$ cat config.mk
export PLATFORM = sky130hd
export DESIGN_NAME = exec_unit
export DESIGN_NICKNAME = d
export VERILOG_FILES = /design/src/logic/exec_pkg.sv /design/src/logic/exec_unit.sv /design/src/logic/exec_alu.sv /design/src/logic/watchdog_clear.sv
export SDC_FILE = /design/constraint.sdc
export NUM_CORES = 2
export LEC_CHECK = 0
export ABC_AREA = 1
export BUFFER_PORTS_ARGS = -buffer_cell sky130_fd_sc_hd__buf_2
export CAP_MARGIN = 20
export CORE_ASPECT_RATIO = 0.7
export CORE_MARGIN = 4
export CORE_UTILIZATION = 50
export DETAILED_ROUTE_END_ITERATION = 10
export GPL_TIMING_DRIVEN = 1
export PLACE_DENSITY_LB_ADDON = 0.2
export SLEW_MARGIN = 25
export SYNTH_ARGS = -nofsm -noshare
export SYNTH_HDL_FRONTEND = slang
export SYNTH_SLANG_ARGS = --single-unit
$ cat constraint.sdc
create_clock -name clk -period 4.8 [get_ports clk]
set_input_delay 0.24 -clock clk [delete_from_list [all_inputs] [get_ports clk]]
set_output_delay 0.24 -clock clk [all_outputs]
set_load 0.01 [all_outputs]
$ cat src/logic/exec_pkg.sv
`default_nettype none
package exec_pkg;
  // bus map: 00..7F file registers by index
  localparam logic [7:0] ADDR_ACC = 8'h80;
  localparam logic [7:0] ADDR_STATUS = 8'h81;
  localparam logic [7:0] ADDR_WDOG = 8'h82;
  localparam logic [7:0] ADDR_PRESC = 8'h83;
  localparam logic [7:0] ADDR_CTRL = 8'h84;
  localparam int unsigned ADDR_HIGH_BIT = 7;
  // status field positions
  localparam int unsigned ST_C = 0;
  localparam int unsigned ST_DC = 1;
  localparam int unsigned ST_Z = 2;
  localparam int unsigned ST_POWERDOWN = 3;
  localparam int unsigned ST_TIMEOUT = 4;
  localparam int unsigned CTRL_WAKE = 0;
  // reset and clear values
  localparam logic [4:0] STATUS_RESET = 5'h18;
  localparam logic [7:0] ACC_RESET = 8'h00;
  localparam logic [7:0] FILE_RESET = 8'h00;
  localparam logic [7:0] WDOG_CLEAR = 8'h00;
  localparam logic [7:0] PRESC_CLEAR = 8'h00;
  localparam logic [7:0] PRESC_LAST = 8'hFF;
  localparam logic [7:0] READ_IDLE = 8'h00;

  typedef enum logic [2:0] {
    OP_ROTATE_RIGHT_CARRY = 3'b000,
    OP_LITERAL_MINUS_ACC = 3'b001,
    OP_FILE_MINUS_ACC = 3'b010,
    OP_NIBBLE_EXCHANGE = 3'b011,
    OP_LITERAL_XOR_ACC = 3'b100,
    OP_FILE_XOR_ACC = 3'b101,
    OP_SLEEP = 3'b110
  } op_e;

  typedef enum logic [1:0] {
    MODE_RUN = 2'b00,
    MODE_ENTER = 2'b01,
    MODE_ASLEEP = 2'b10
  } mode_e;
endpackage
`default_nettype wire

$ cat src/logic/exec_unit.sv
// Summary of operation
// - rotate right through carry changes only carry; file index 0..127.
// - destination bit 0 writes accumulator, 1 writes the addressed file register.
// - sleep zeroes watchdog counter and prescaler, sets timeout, clears power-down.
// - after those updates the unit enters low power with oscillator stopped.
// - literal minus accumulator into accumulator, updating carry, half carry, zero.
// - file minus accumulator to chosen destination, updating carry, half carry, zero.
// - nibble exchange swaps halves to chosen destination, no flag changes.
// - accumulator xor literal into accumulator, only zero flag changes.
// - accumulator xor file to chosen destination, only zero flag changes.
`timescale 1ns/1ps
`default_nettype none
module exec_unit (
  // clock and reset
  input wire logic clk,
  input wire logic rstn,
  // instruction issue
  input wire logic issueValid,
  input wire exec_pkg::op_e issueOp,
  input wire logic [6:0] fileIdx,
  input wire logic destSel,
  input wire logic [7:0] literal,
  output logic issueDone,
  // register port
  input wire logic [7:0] busAddr,
  input wire logic [7:0] busWrData,
  input wire logic busWr,
  input wire logic busRd,
  output logic [7:0] busRdData,
  // power state
  output logic oscEnable,
  output logic asleep
);
  typedef struct packed {
    logic [127:0][7:0] mem;
    logic [7:0] acc;
    logic [4:0] stat;
    exec_pkg::mode_e mode;
    logic [7:0] rdData;
    logic done;
    logic oscOn;
    logic sleeping;
  } exec_s;

  exec_s st_r;
  exec_s st_nxt;
  logic issueTake;
  logic sleepTake;
  logic [7:0] srcVal;
  logic [7:0] aluResult;
  logic aluC;
  logic aluDc;
  logic aluZ;
  logic updC;
  logic updDc;
  logic updZ;
  logic fileForm;
  logic [7:0] wdogCount;
  logic [7:0] prescCount;
  logic runCycle;

  // instructions are refused outside the run mode
  assign issueTake = issueValid && (st_r.mode == exec_pkg::MODE_RUN);
  assign sleepTake = issueTake && (issueOp == exec_pkg::OP_SLEEP);
  assign srcVal = st_r.mem[fileIdx];
  // the entry cycle is not a run cycle, so a sleep leaves the prescaler at zero
  assign runCycle = (st_r.mode == exec_pkg::MODE_RUN);

  exec_alu alu (
    .op(issueOp),
    .srcVal(srcVal),
    .accVal(st_r.acc),
    .literal(literal),
    .carryIn(st_r.stat[exec_pkg::ST_C]),
    .result(aluResult),
    .cOut(aluC),
    .dcOut(aluDc),
    .zOut(aluZ),
    .updC(updC),
    .updDc(updDc),
    .updZ(updZ),
    .fileForm(fileForm)
  );

  watchdog_clear wdog (
    .clk(clk),
    .rstn(rstn),
    .clearReq(sleepTake),
    .runEn(runCycle),
    .wdogCount(wdogCount),
    .prescCount(prescCount)
  );

  always_comb
  begin
    st_nxt = st_r;
    st_nxt.done = 1'b0;
    st_nxt.rdData = exec_pkg::READ_IDLE;
    if (busRd)
    begin
      if (!busAddr[exec_pkg::ADDR_HIGH_BIT])
      begin
        st_nxt.rdData = st_r.mem[busAddr[6:0]];
      end
      else
      begin
        case (busAddr)
          exec_pkg::ADDR_ACC: st_nxt.rdData = st_r.acc;
          exec_pkg::ADDR_STATUS: st_nxt.rdData = {3'b000, st_r.stat};
          exec_pkg::ADDR_WDOG: st_nxt.rdData = wdogCount;
          exec_pkg::ADDR_PRESC: st_nxt.rdData = prescCount;
          exec_pkg::ADDR_CTRL: st_nxt.rdData = {7'h00, st_r.sleeping};
          default: st_nxt.rdData = exec_pkg::READ_IDLE;
        endcase
      end
    end
    // software writes first, so a same-cycle instruction result wins
    if (busWr)
    begin
      if (!busAddr[exec_pkg::ADDR_HIGH_BIT])
      begin
        st_nxt.mem[busAddr[6:0]] = busWrData;
      end
      else
      begin
        case (busAddr)
          exec_pkg::ADDR_ACC: st_nxt.acc = busWrData;
          exec_pkg::ADDR_STATUS: st_nxt.stat = busWrData[4:0];
          exec_pkg::ADDR_CTRL:
          begin
            if (busWrData[exec_pkg::CTRL_WAKE] && st_r.mode == exec_pkg::MODE_ASLEEP)
            begin
              st_nxt.mode = exec_pkg::MODE_RUN;
              st_nxt.oscOn = 1'b1;
              st_nxt.sleeping = 1'b0;
            end
          end
          default:
          begin
            st_nxt.stat = st_nxt.stat;
          end
        endcase
      end
    end
    case (st_r.mode)
      exec_pkg::MODE_ENTER:
      begin
        st_nxt.mode = exec_pkg::MODE_ASLEEP;
        st_nxt.oscOn = 1'b0;
        st_nxt.sleeping = 1'b1;
      end
      default:
      begin
        st_nxt.mode = st_nxt.mode;
      end
    endcase
    if (issueTake)
    begin
      st_nxt.done = 1'b1;
      if (sleepTake)
      begin
        st_nxt.stat[exec_pkg::ST_TIMEOUT] = 1'b1;
        st_nxt.stat[exec_pkg::ST_POWERDOWN] = 1'b0;
        st_nxt.mode = exec_pkg::MODE_ENTER;
      end
      else
      begin
        if (fileForm && destSel)
        begin
          st_nxt.mem[fileIdx] = aluResult;
        end
        else
        begin
          st_nxt.acc = aluResult;
        end
        if (updC)
        begin
          st_nxt.stat[exec_pkg::ST_C] = aluC;
        end
        if (updDc)
        begin
          st_nxt.stat[exec_pkg::ST_DC] = aluDc;
        end
        if (updZ)
        begin
          st_nxt.stat[exec_pkg::ST_Z] = aluZ;
        end
      end
    end
  end

  always_ff @(posedge clk or negedge rstn)
  begin
    if (!rstn)
    begin
      st_r.mem <= {128{exec_pkg::FILE_RESET}};
      st_r.acc <= exec_pkg::ACC_RESET;
      st_r.stat <= exec_pkg::STATUS_RESET;
      st_r.mode <= exec_pkg::MODE_RUN;
      st_r.rdData <= exec_pkg::READ_IDLE;
      st_r.done <= 1'b0;
      st_r.oscOn <= 1'b1;
      st_r.sleeping <= 1'b0;
    end
    else
    begin
      st_r <= st_nxt;
    end
  end

  assign issueDone = st_r.done;
  assign busRdData = st_r.rdData;
  assign oscEnable = st_r.oscOn;
  assign asleep = st_r.sleeping;

  logic [4:0] statPast;
  assign statPast = st_r.stat;
endmodule // exec_unit
`default_nettype wire

$ cat src/logic/exec_alu.sv
`timescale 1ns/1ps
`default_nettype none
module exec_alu (
  // operands
  input wire exec_pkg::op_e op,
  input wire logic [7:0] srcVal,
  input wire logic [7:0] accVal,
  input wire logic [7:0] literal,
  input wire logic carryIn,
  // result and flags
  output logic [7:0] result,
  output logic cOut,
  output logic dcOut,
  output logic zOut,
  output logic updC,
  output logic updDc,
  output logic updZ,
  output logic fileForm
);
  logic [7:0] minuend;
  logic [8:0] diff;
  logic [4:0] nib;

  // two's complement: a + ~w + 1, carry out set means no borrow
  assign minuend = (op == exec_pkg::OP_LITERAL_MINUS_ACC) ? literal : srcVal;
  assign diff = {1'b0, minuend} + {1'b0, ~accVal} + 9'h001;
  assign nib = {1'b0, minuend[3:0]} + {1'b0, ~accVal[3:0]} + 5'h01;

  always_comb
  begin
    result = srcVal;
    cOut = carryIn;
    dcOut = 1'b0;
    updC = 1'b0;
    updDc = 1'b0;
    updZ = 1'b0;
    fileForm = 1'b0;
    case (op)
      exec_pkg::OP_ROTATE_RIGHT_CARRY:
      begin
        result = {carryIn, srcVal[7:1]};
        cOut = srcVal[0];
        updC = 1'b1;
        fileForm = 1'b1;
      end
      exec_pkg::OP_LITERAL_MINUS_ACC, exec_pkg::OP_FILE_MINUS_ACC:
      begin
        result = diff[7:0];
        cOut = diff[8];
        dcOut = nib[4];
        updC = 1'b1;
        updDc = 1'b1;
        updZ = 1'b1;
        fileForm = (op == exec_pkg::OP_FILE_MINUS_ACC);
      end
      exec_pkg::OP_NIBBLE_EXCHANGE:
      begin
        result = {srcVal[3:0], srcVal[7:4]};
        fileForm = 1'b1;
      end
      exec_pkg::OP_LITERAL_XOR_ACC:
      begin
        result = accVal ^ literal;
        updZ = 1'b1;
      end
      exec_pkg::OP_FILE_XOR_ACC:
      begin
        result = accVal ^ srcVal;
        updZ = 1'b1;
        fileForm = 1'b1;
      end
      default:
      begin
        result = accVal;
      end
    endcase
    zOut = (result == 8'h00);
  end
endmodule // exec_alu
`default_nettype wire

$ cat src/logic/watchdog_clear.sv
`timescale 1ns/1ps
`default_nettype none
module watchdog_clear (
  // clock and reset
  input wire logic clk,
  input wire logic rstn,
  // control
  input wire logic clearReq,
  input wire logic runEn,
  // state
  output logic [7:0] wdogCount,
  output logic [7:0] prescCount
);
  typedef struct packed {
    logic [7:0] presc;
    logic [7:0] count;
  } wdog_s;

  wdog_s st_r;
  wdog_s st_nxt;

  // prescaler wrap is the one-cycle enable for the counter
  always_comb
  begin
    st_nxt = st_r;
    if (clearReq)
    begin
      st_nxt.presc = exec_pkg::PRESC_CLEAR;
      st_nxt.count = exec_pkg::WDOG_CLEAR;
    end
    else if (runEn)
    begin
      st_nxt.presc = st_r.presc + 8'h01;
      if (st_r.presc == exec_pkg::PRESC_LAST)
      begin
        st_nxt.count = st_r.count + 8'h01;
      end
    end
  end

  always_ff @(posedge clk or negedge rstn)
  begin
    if (!rstn)
    begin
      st_r <= '0;
    end
    else
    begin
      st_r <= st_nxt;
    end
  end

  assign wdogCount = st_r.count;
  assign prescCount = st_r.presc;
endmodule // watchdog_clear
`default_nettype wire

# Yosys cells after proc, flatten, opt, wreduce, memory -nomap -nowiden
# Cells that the tools add are included.
[op_classes]
n_bitwise = 4
n_lt_le_gt_ge = 4
n_mux = 48
add_sub_neg = 6
reduce_logical = 21
eq_ne = 15
[op_table]
columns = ["cell", "n"]
rows = [
  ["1039-bit two-way mux", 2],
  ["1024-bit bitwise mux", 2],
  ["1024-bit two-way mux", 2],
  ["1032-bit two-way mux", 1],
  ["8-bit binary-select mux with 7-bit select", 2],
  ["8-bit demux with 7-bit select", 2],
  ["8-bit two-way mux", 10],
  ["8-bit case mux with 5 select lines", 2],
  ["8-bit == test, second input constant", 6],
  ["16-bit two-way mux", 2],
  ["2-bit two-way mux", 10],
  ["8-bit by 1-bit adder with 8-bit output, second input constant", 2],
  ["7-bit by 8-bit less-than comparator with 1-bit output, second input constant", 2],
  ["8-bit bitwise XOR", 2],
  ["15-bit two-way mux", 1],
  ["7-bit by 1-bit greater-or-equal comparator with 1-bit output, second input constant", 2],
  ["2-bit nonzero test", 6],
  ["8-bit by 8-bit adder with 9-bit output", 1],
  ["9-bit by 1-bit adder with 9-bit output, second input constant", 1],
  ["3-bit == test, second input constant", 3],
  ["8-bit zero test", 1],
  ["1-bit two-way mux", 8],
  ["8-bit inverter", 1],
  ["3-bit by 2-bit == test with 1-bit output, second input constant", 2],
  ["18 further kinds", 25],
]
[totals]
out_inout_bits = 11
regBits = 1066
in_bits = 40
elab_cells = 236

# Longest topological paths before layout
[depth]
word_depth = 11
ltp_mapped = 36
ltp_nobuf = 32

# Modules after synthesis
# A second synthesis with hierarchy kept.
[hier_totals]
cells_unflattened = 10322
area_unflattened_um2 = 68917.3
[modules_own_cells]
columns = ["mod", "instances", "area_per_inst_um2", "seq_area_each_um2", "cells_each"]
rows = [
  ["exec_unit", 1, 66882.9, 26279.0, 9961],
  ["exec_alu", 1, 1153.6, 0.0, 239],
  ["watchdog_clear", 1, 880.8, 400.4, 122],
]

# Worst setup path before layout
# OpenSTA, ideal clock, no wires.
[synth_path]
path_kind = "input -> register"
start = "input port fileIdx[1]"
end = "register st_r, in the netlist statPast[2]"
slack_ps = 898
required_time_ps = 4723
t_arrival_ps = 3824
path_stages = 35
cell_sequence = "buf_4 > nor2_2 > buf_4 > buf_4 > buf_4 > nand3_1 > nand2_1 > nor2_1 > nor2_1 > nor2_1 > nand2_1 > nand2_1 > nand2_1 > nor2_2 > nand2_1 > o21ai_0 > ha_1 > inv_1 > fa_1 > nand3_1 > nand3_1 > nand2_1 > nand2_1 > a21oi_1 > nand2_1 > nand3_1 > nand3_1 > nor2_1 > nand2_1 > nand2_2 > clkbuf_1 > nand2_1 > nor2_1 > nand2_1 > a21oi_1"
[synth_lines]
columns = ["item", "line_no", "text"]
rows = [
  ["from (decl)", "exec_unit.sv:20", "input wire logic [6:0] fileIdx,"],
  ["to (signal assigned)", "exec_unit.sv:207", "st_r <= st_nxt;"],
  ["to (decl)", "exec_unit.sv:45", "exec_s st_r;"],
]

==> results by group <==
Outcome
  – Status: completed

Setup path
  – R2R Setup Slk: 100 ps
  – CP arrival: 5410 ps
  – Worst R2R End: st_r[753]
  – Worst Setup End Kind: flip-flop
  – Critical-path top delay cell: dfrtp_1
  – Critical path's most frequent cell: nand2_1
  – Req. time, crit path: 5500 ps
  – Startpoint type of the worst setup path: flip-flop
  – Critical R2R Launch: st_r[1012]
  – Largest stage delay, worst path: 380 ps
  – Crit Path Max Fanout: 10
  – R2R cell count: 32
  – Crit path kind: reg -> reg

Synthesis
  – YS warnings: 0
  – Post-synth top area cell: dfrtp_1
  – Post-synth top cells: 2928 x nand2_1, 1305 x o21ai_0, 1067 x inv_1
  – Sequential area share after synthesis: 0.383
  – Synthesized area per cell: 7.00 um^2
  – Post-synth top area share: 0.382
  – Post-synth ARST share: 1.00
  – Post-synth EDFFs: 0
  – Top FF cell, synth: dfrtp_1
  – Synthesized cell area: 69600 um^2
  – Syn nets: 9994
  – Cells after synthesis: 9942
  – Register bit total from synthesis: 1066
  – Most common cell in the netlist: nand2_1
  – Synth area leaders: dfrtp_1 38%, nand2_1 16%, o21ai_0 9.4%
  – Number of library cell types mapped by synthesis: 53

Drt
  – Final WL: 367000 um
  – Drt initial violations: 13800
  – DRC viols: 0
  – DRT Pass-1 Iters: 8
  – Via count: 78800
  – Avg WL per Cell: 30.8 um
  – Vias per cell: 6.63
  – Post-route ant nets: 0

Die
  – Die Height: 320 um
  – Die area: 145000 um^2
  – I/O pins: 51
  – Row count: 114
  – Die width: 454 um
  – Initial Utilization: 0.504
  – Area of the core: 138000 um^2

Placement
  – Port Buffers: 50
  – Hpwl dp: 247000 um
  – Worst slack at placement: -29.0 ps
  – Placed cells: 11700
  – Final GP Congestion: 1.07

Power
  – Leakage power: 35.9 nW
  – Max VDD drop: 303 uV
  – Total Power: 24.2 mW
  – Power density over the cells: 307 nW/um^2

CTS
  – Clk_lat worst skew: 810 ps
  – Clock root buffer: clkbuf_16
  – Clock-pin slew on the worst setup and hold paths: 60 ps
  – Clock Tree Buf Depth: 3
  – Number of buffers created by CTS: 114
  – TritonCTS clock tree: built
  – Max H-tree Level: 3
  – # clock sinks: 1066

Global routing
  – GR Overflow Total: 0
  – Global-route usage over all layers: 0.488
  – Antenna violations before repair: 24
  – Vias in the first global route: 71300
  – First-pass GRT wire length: 519000 um
  – Largest net degree at the start of global routing: 133

Timing
  – # setup viols final: 0
  – Max Freq: 213 MHz
  – Worst Skew: 29.4 ps
  – Rel. slew slack: 0.191
  – Max Transition Viols Final: 0
  – Hold Vio Cnt, Final: 0
  – Post-route setup slack: 97.7 ps
  – Minimum clock period: 4700 ps
  – RSZ-0062 raised after global routing: no
  – Fin crit share: 0.980
  – Slew @ Worst Pin: 1200 ps

Finish
  – Reg area: 26700 um^2
  – Layout cell share with drive strength beyond 1: 0.120
  – Post-route non-filler standard cell count: 11900
  – # nets final: 9982
  – Layout area overhead: 13.2%
  – Multi-input gate area: 35600 um^2
  – # fillers: 13200

Min path
  – Hold/Removal Path Class: in -> reg
  – Hold path depth: 6
  – Hold path startpoint: busWr
  – Hold EP: asleep

Run
  – Max-Cap Viols: 0
==> worst max-delay path, delay by kind of cell, from the launching register on <==
kind / cells / cell delay, ps
flip-flops: 1 / 380
AND/OR/NAND/NOR: 17 / 1760
AO/OA/AOI/OAI: 8 / 1140
adder cells (fa/ha/maj): 1 / 360
buffers and inverters: 6 / 950
==> worst max path at each step <==
stage,from,end,cells past startpoint
floorplan,fileIdx[1],statPast[2],35
global placement,fileIdx[0],st_r[997],28
detailed placement,fileIdx[4],st_r[753],29
CTS,st_r[1012],st_r[753],32
global route,st_r[1012],statPast[2],30
finish,st_r[1012],st_r[753],32
==> stage by stage <==
stage	util	hold slack [ps]	instance area (um^2)	setup TNS, ps
global route	0.570	47.7	78800	0
floorplan	-	-55.6	69600	0
global placement	0.541	343	74800	0
finish	0.570	27.0	78800	0
detailed placement	0.541	352	74800	-146
CTS	0.570	1.69	78700	0
==> registers in the layout, indices dropped and copies added (netlist names) <==
signal,flops
busRdData,8
asleep,1
wdog.prescCount,8
wdog.wdogCount,8
oscEnable,1
issueDone,1
st_r,1034
statPast,5
==> power by group <==
| part | internal, mW | leakage [nW] | switching [mW] | total, mW |
|---|---|---|---|---|
| clock network | 5.45 | 1.93 | 4.22 | 9.67 |
| logic | 1.41 | 21.9 | 3.38 | 4.78 |
| registers | 9.40 | 12.1 | 0.302 | 9.70 |
==> layout make-up <==
class                           instances  share of cell area
Clock buffer                          168              0.0430
Inverter                             1102              0.0527
Timing Repair Buffer                  647              0.0772
Clock inverter                         37             0.00648
Sequential cell                      1066               0.339
Tap cell                             1856              0.0295
Multi-Input combinational cell       6999               0.452
Antenna cell                           11            0.000349
==> cells by family after synthesis <==
logic type,after synthesis,share of synthesized area
xor gates and xnor gates,1,0.000126
DFF,1066,0.383
AOI/OAI and AO/OA,2676,0.231
and+or+nand+nor,4051,0.232
buffers and inverters,1877,0.109
muxes,259,0.0417
adders and majority gates,12,0.00226
==> timing repair <==
action | in CTS | in global routing
endpoints found under the hold margin | 99 | 0
setup endpoints to repair | 0 | 158
buffers inserted | 0 | 0
gates resized for setup | 0 | 3
hold buffers | 8 | 0
==> cells in the final DEF, fill, tap and decap left out, drive strengths merged, types with 3 or more instances in the layout <==
cell type / instances
a2111oi: 3
a211oi: 5
a21oi: 54
a221oi: 53
a22o: 5
a22oi: 48
a31oi: 28
buf: 639
bufinv: 11
clkbuf: 168
clkinv: 29
dfrtp: 1063
dfstp: 3
diode: 11
dlygate4sd3: 8
ha: 11
inv: 1097
mux2: 246
mux2i: 13
nand2: 2936
nand3: 488
nand3b: 10
nand4: 31
nor2: 499
nor3: 30
nor4: 10
o2111ai: 9
o211ai: 582
o21a: 3
o21ai: 1399
o221ai: 12
o22ai: 389
o31ai: 20
o41ai: 59
or2: 37
or4: 6
==> layer usage <==
metal | up-vias | global-route usage | share of wire
met2 | 6934 | 0.642 | 0.38
met4 | 16 | 0.254 | 0.066
li1 | 33200 | - | -
met3 | 1357 | 0.226 | 0.18
met5 | - | 0 | 0.00058
met1 | 37300 | 0.664 | 0.38
(Power assumes the default switching activity.)
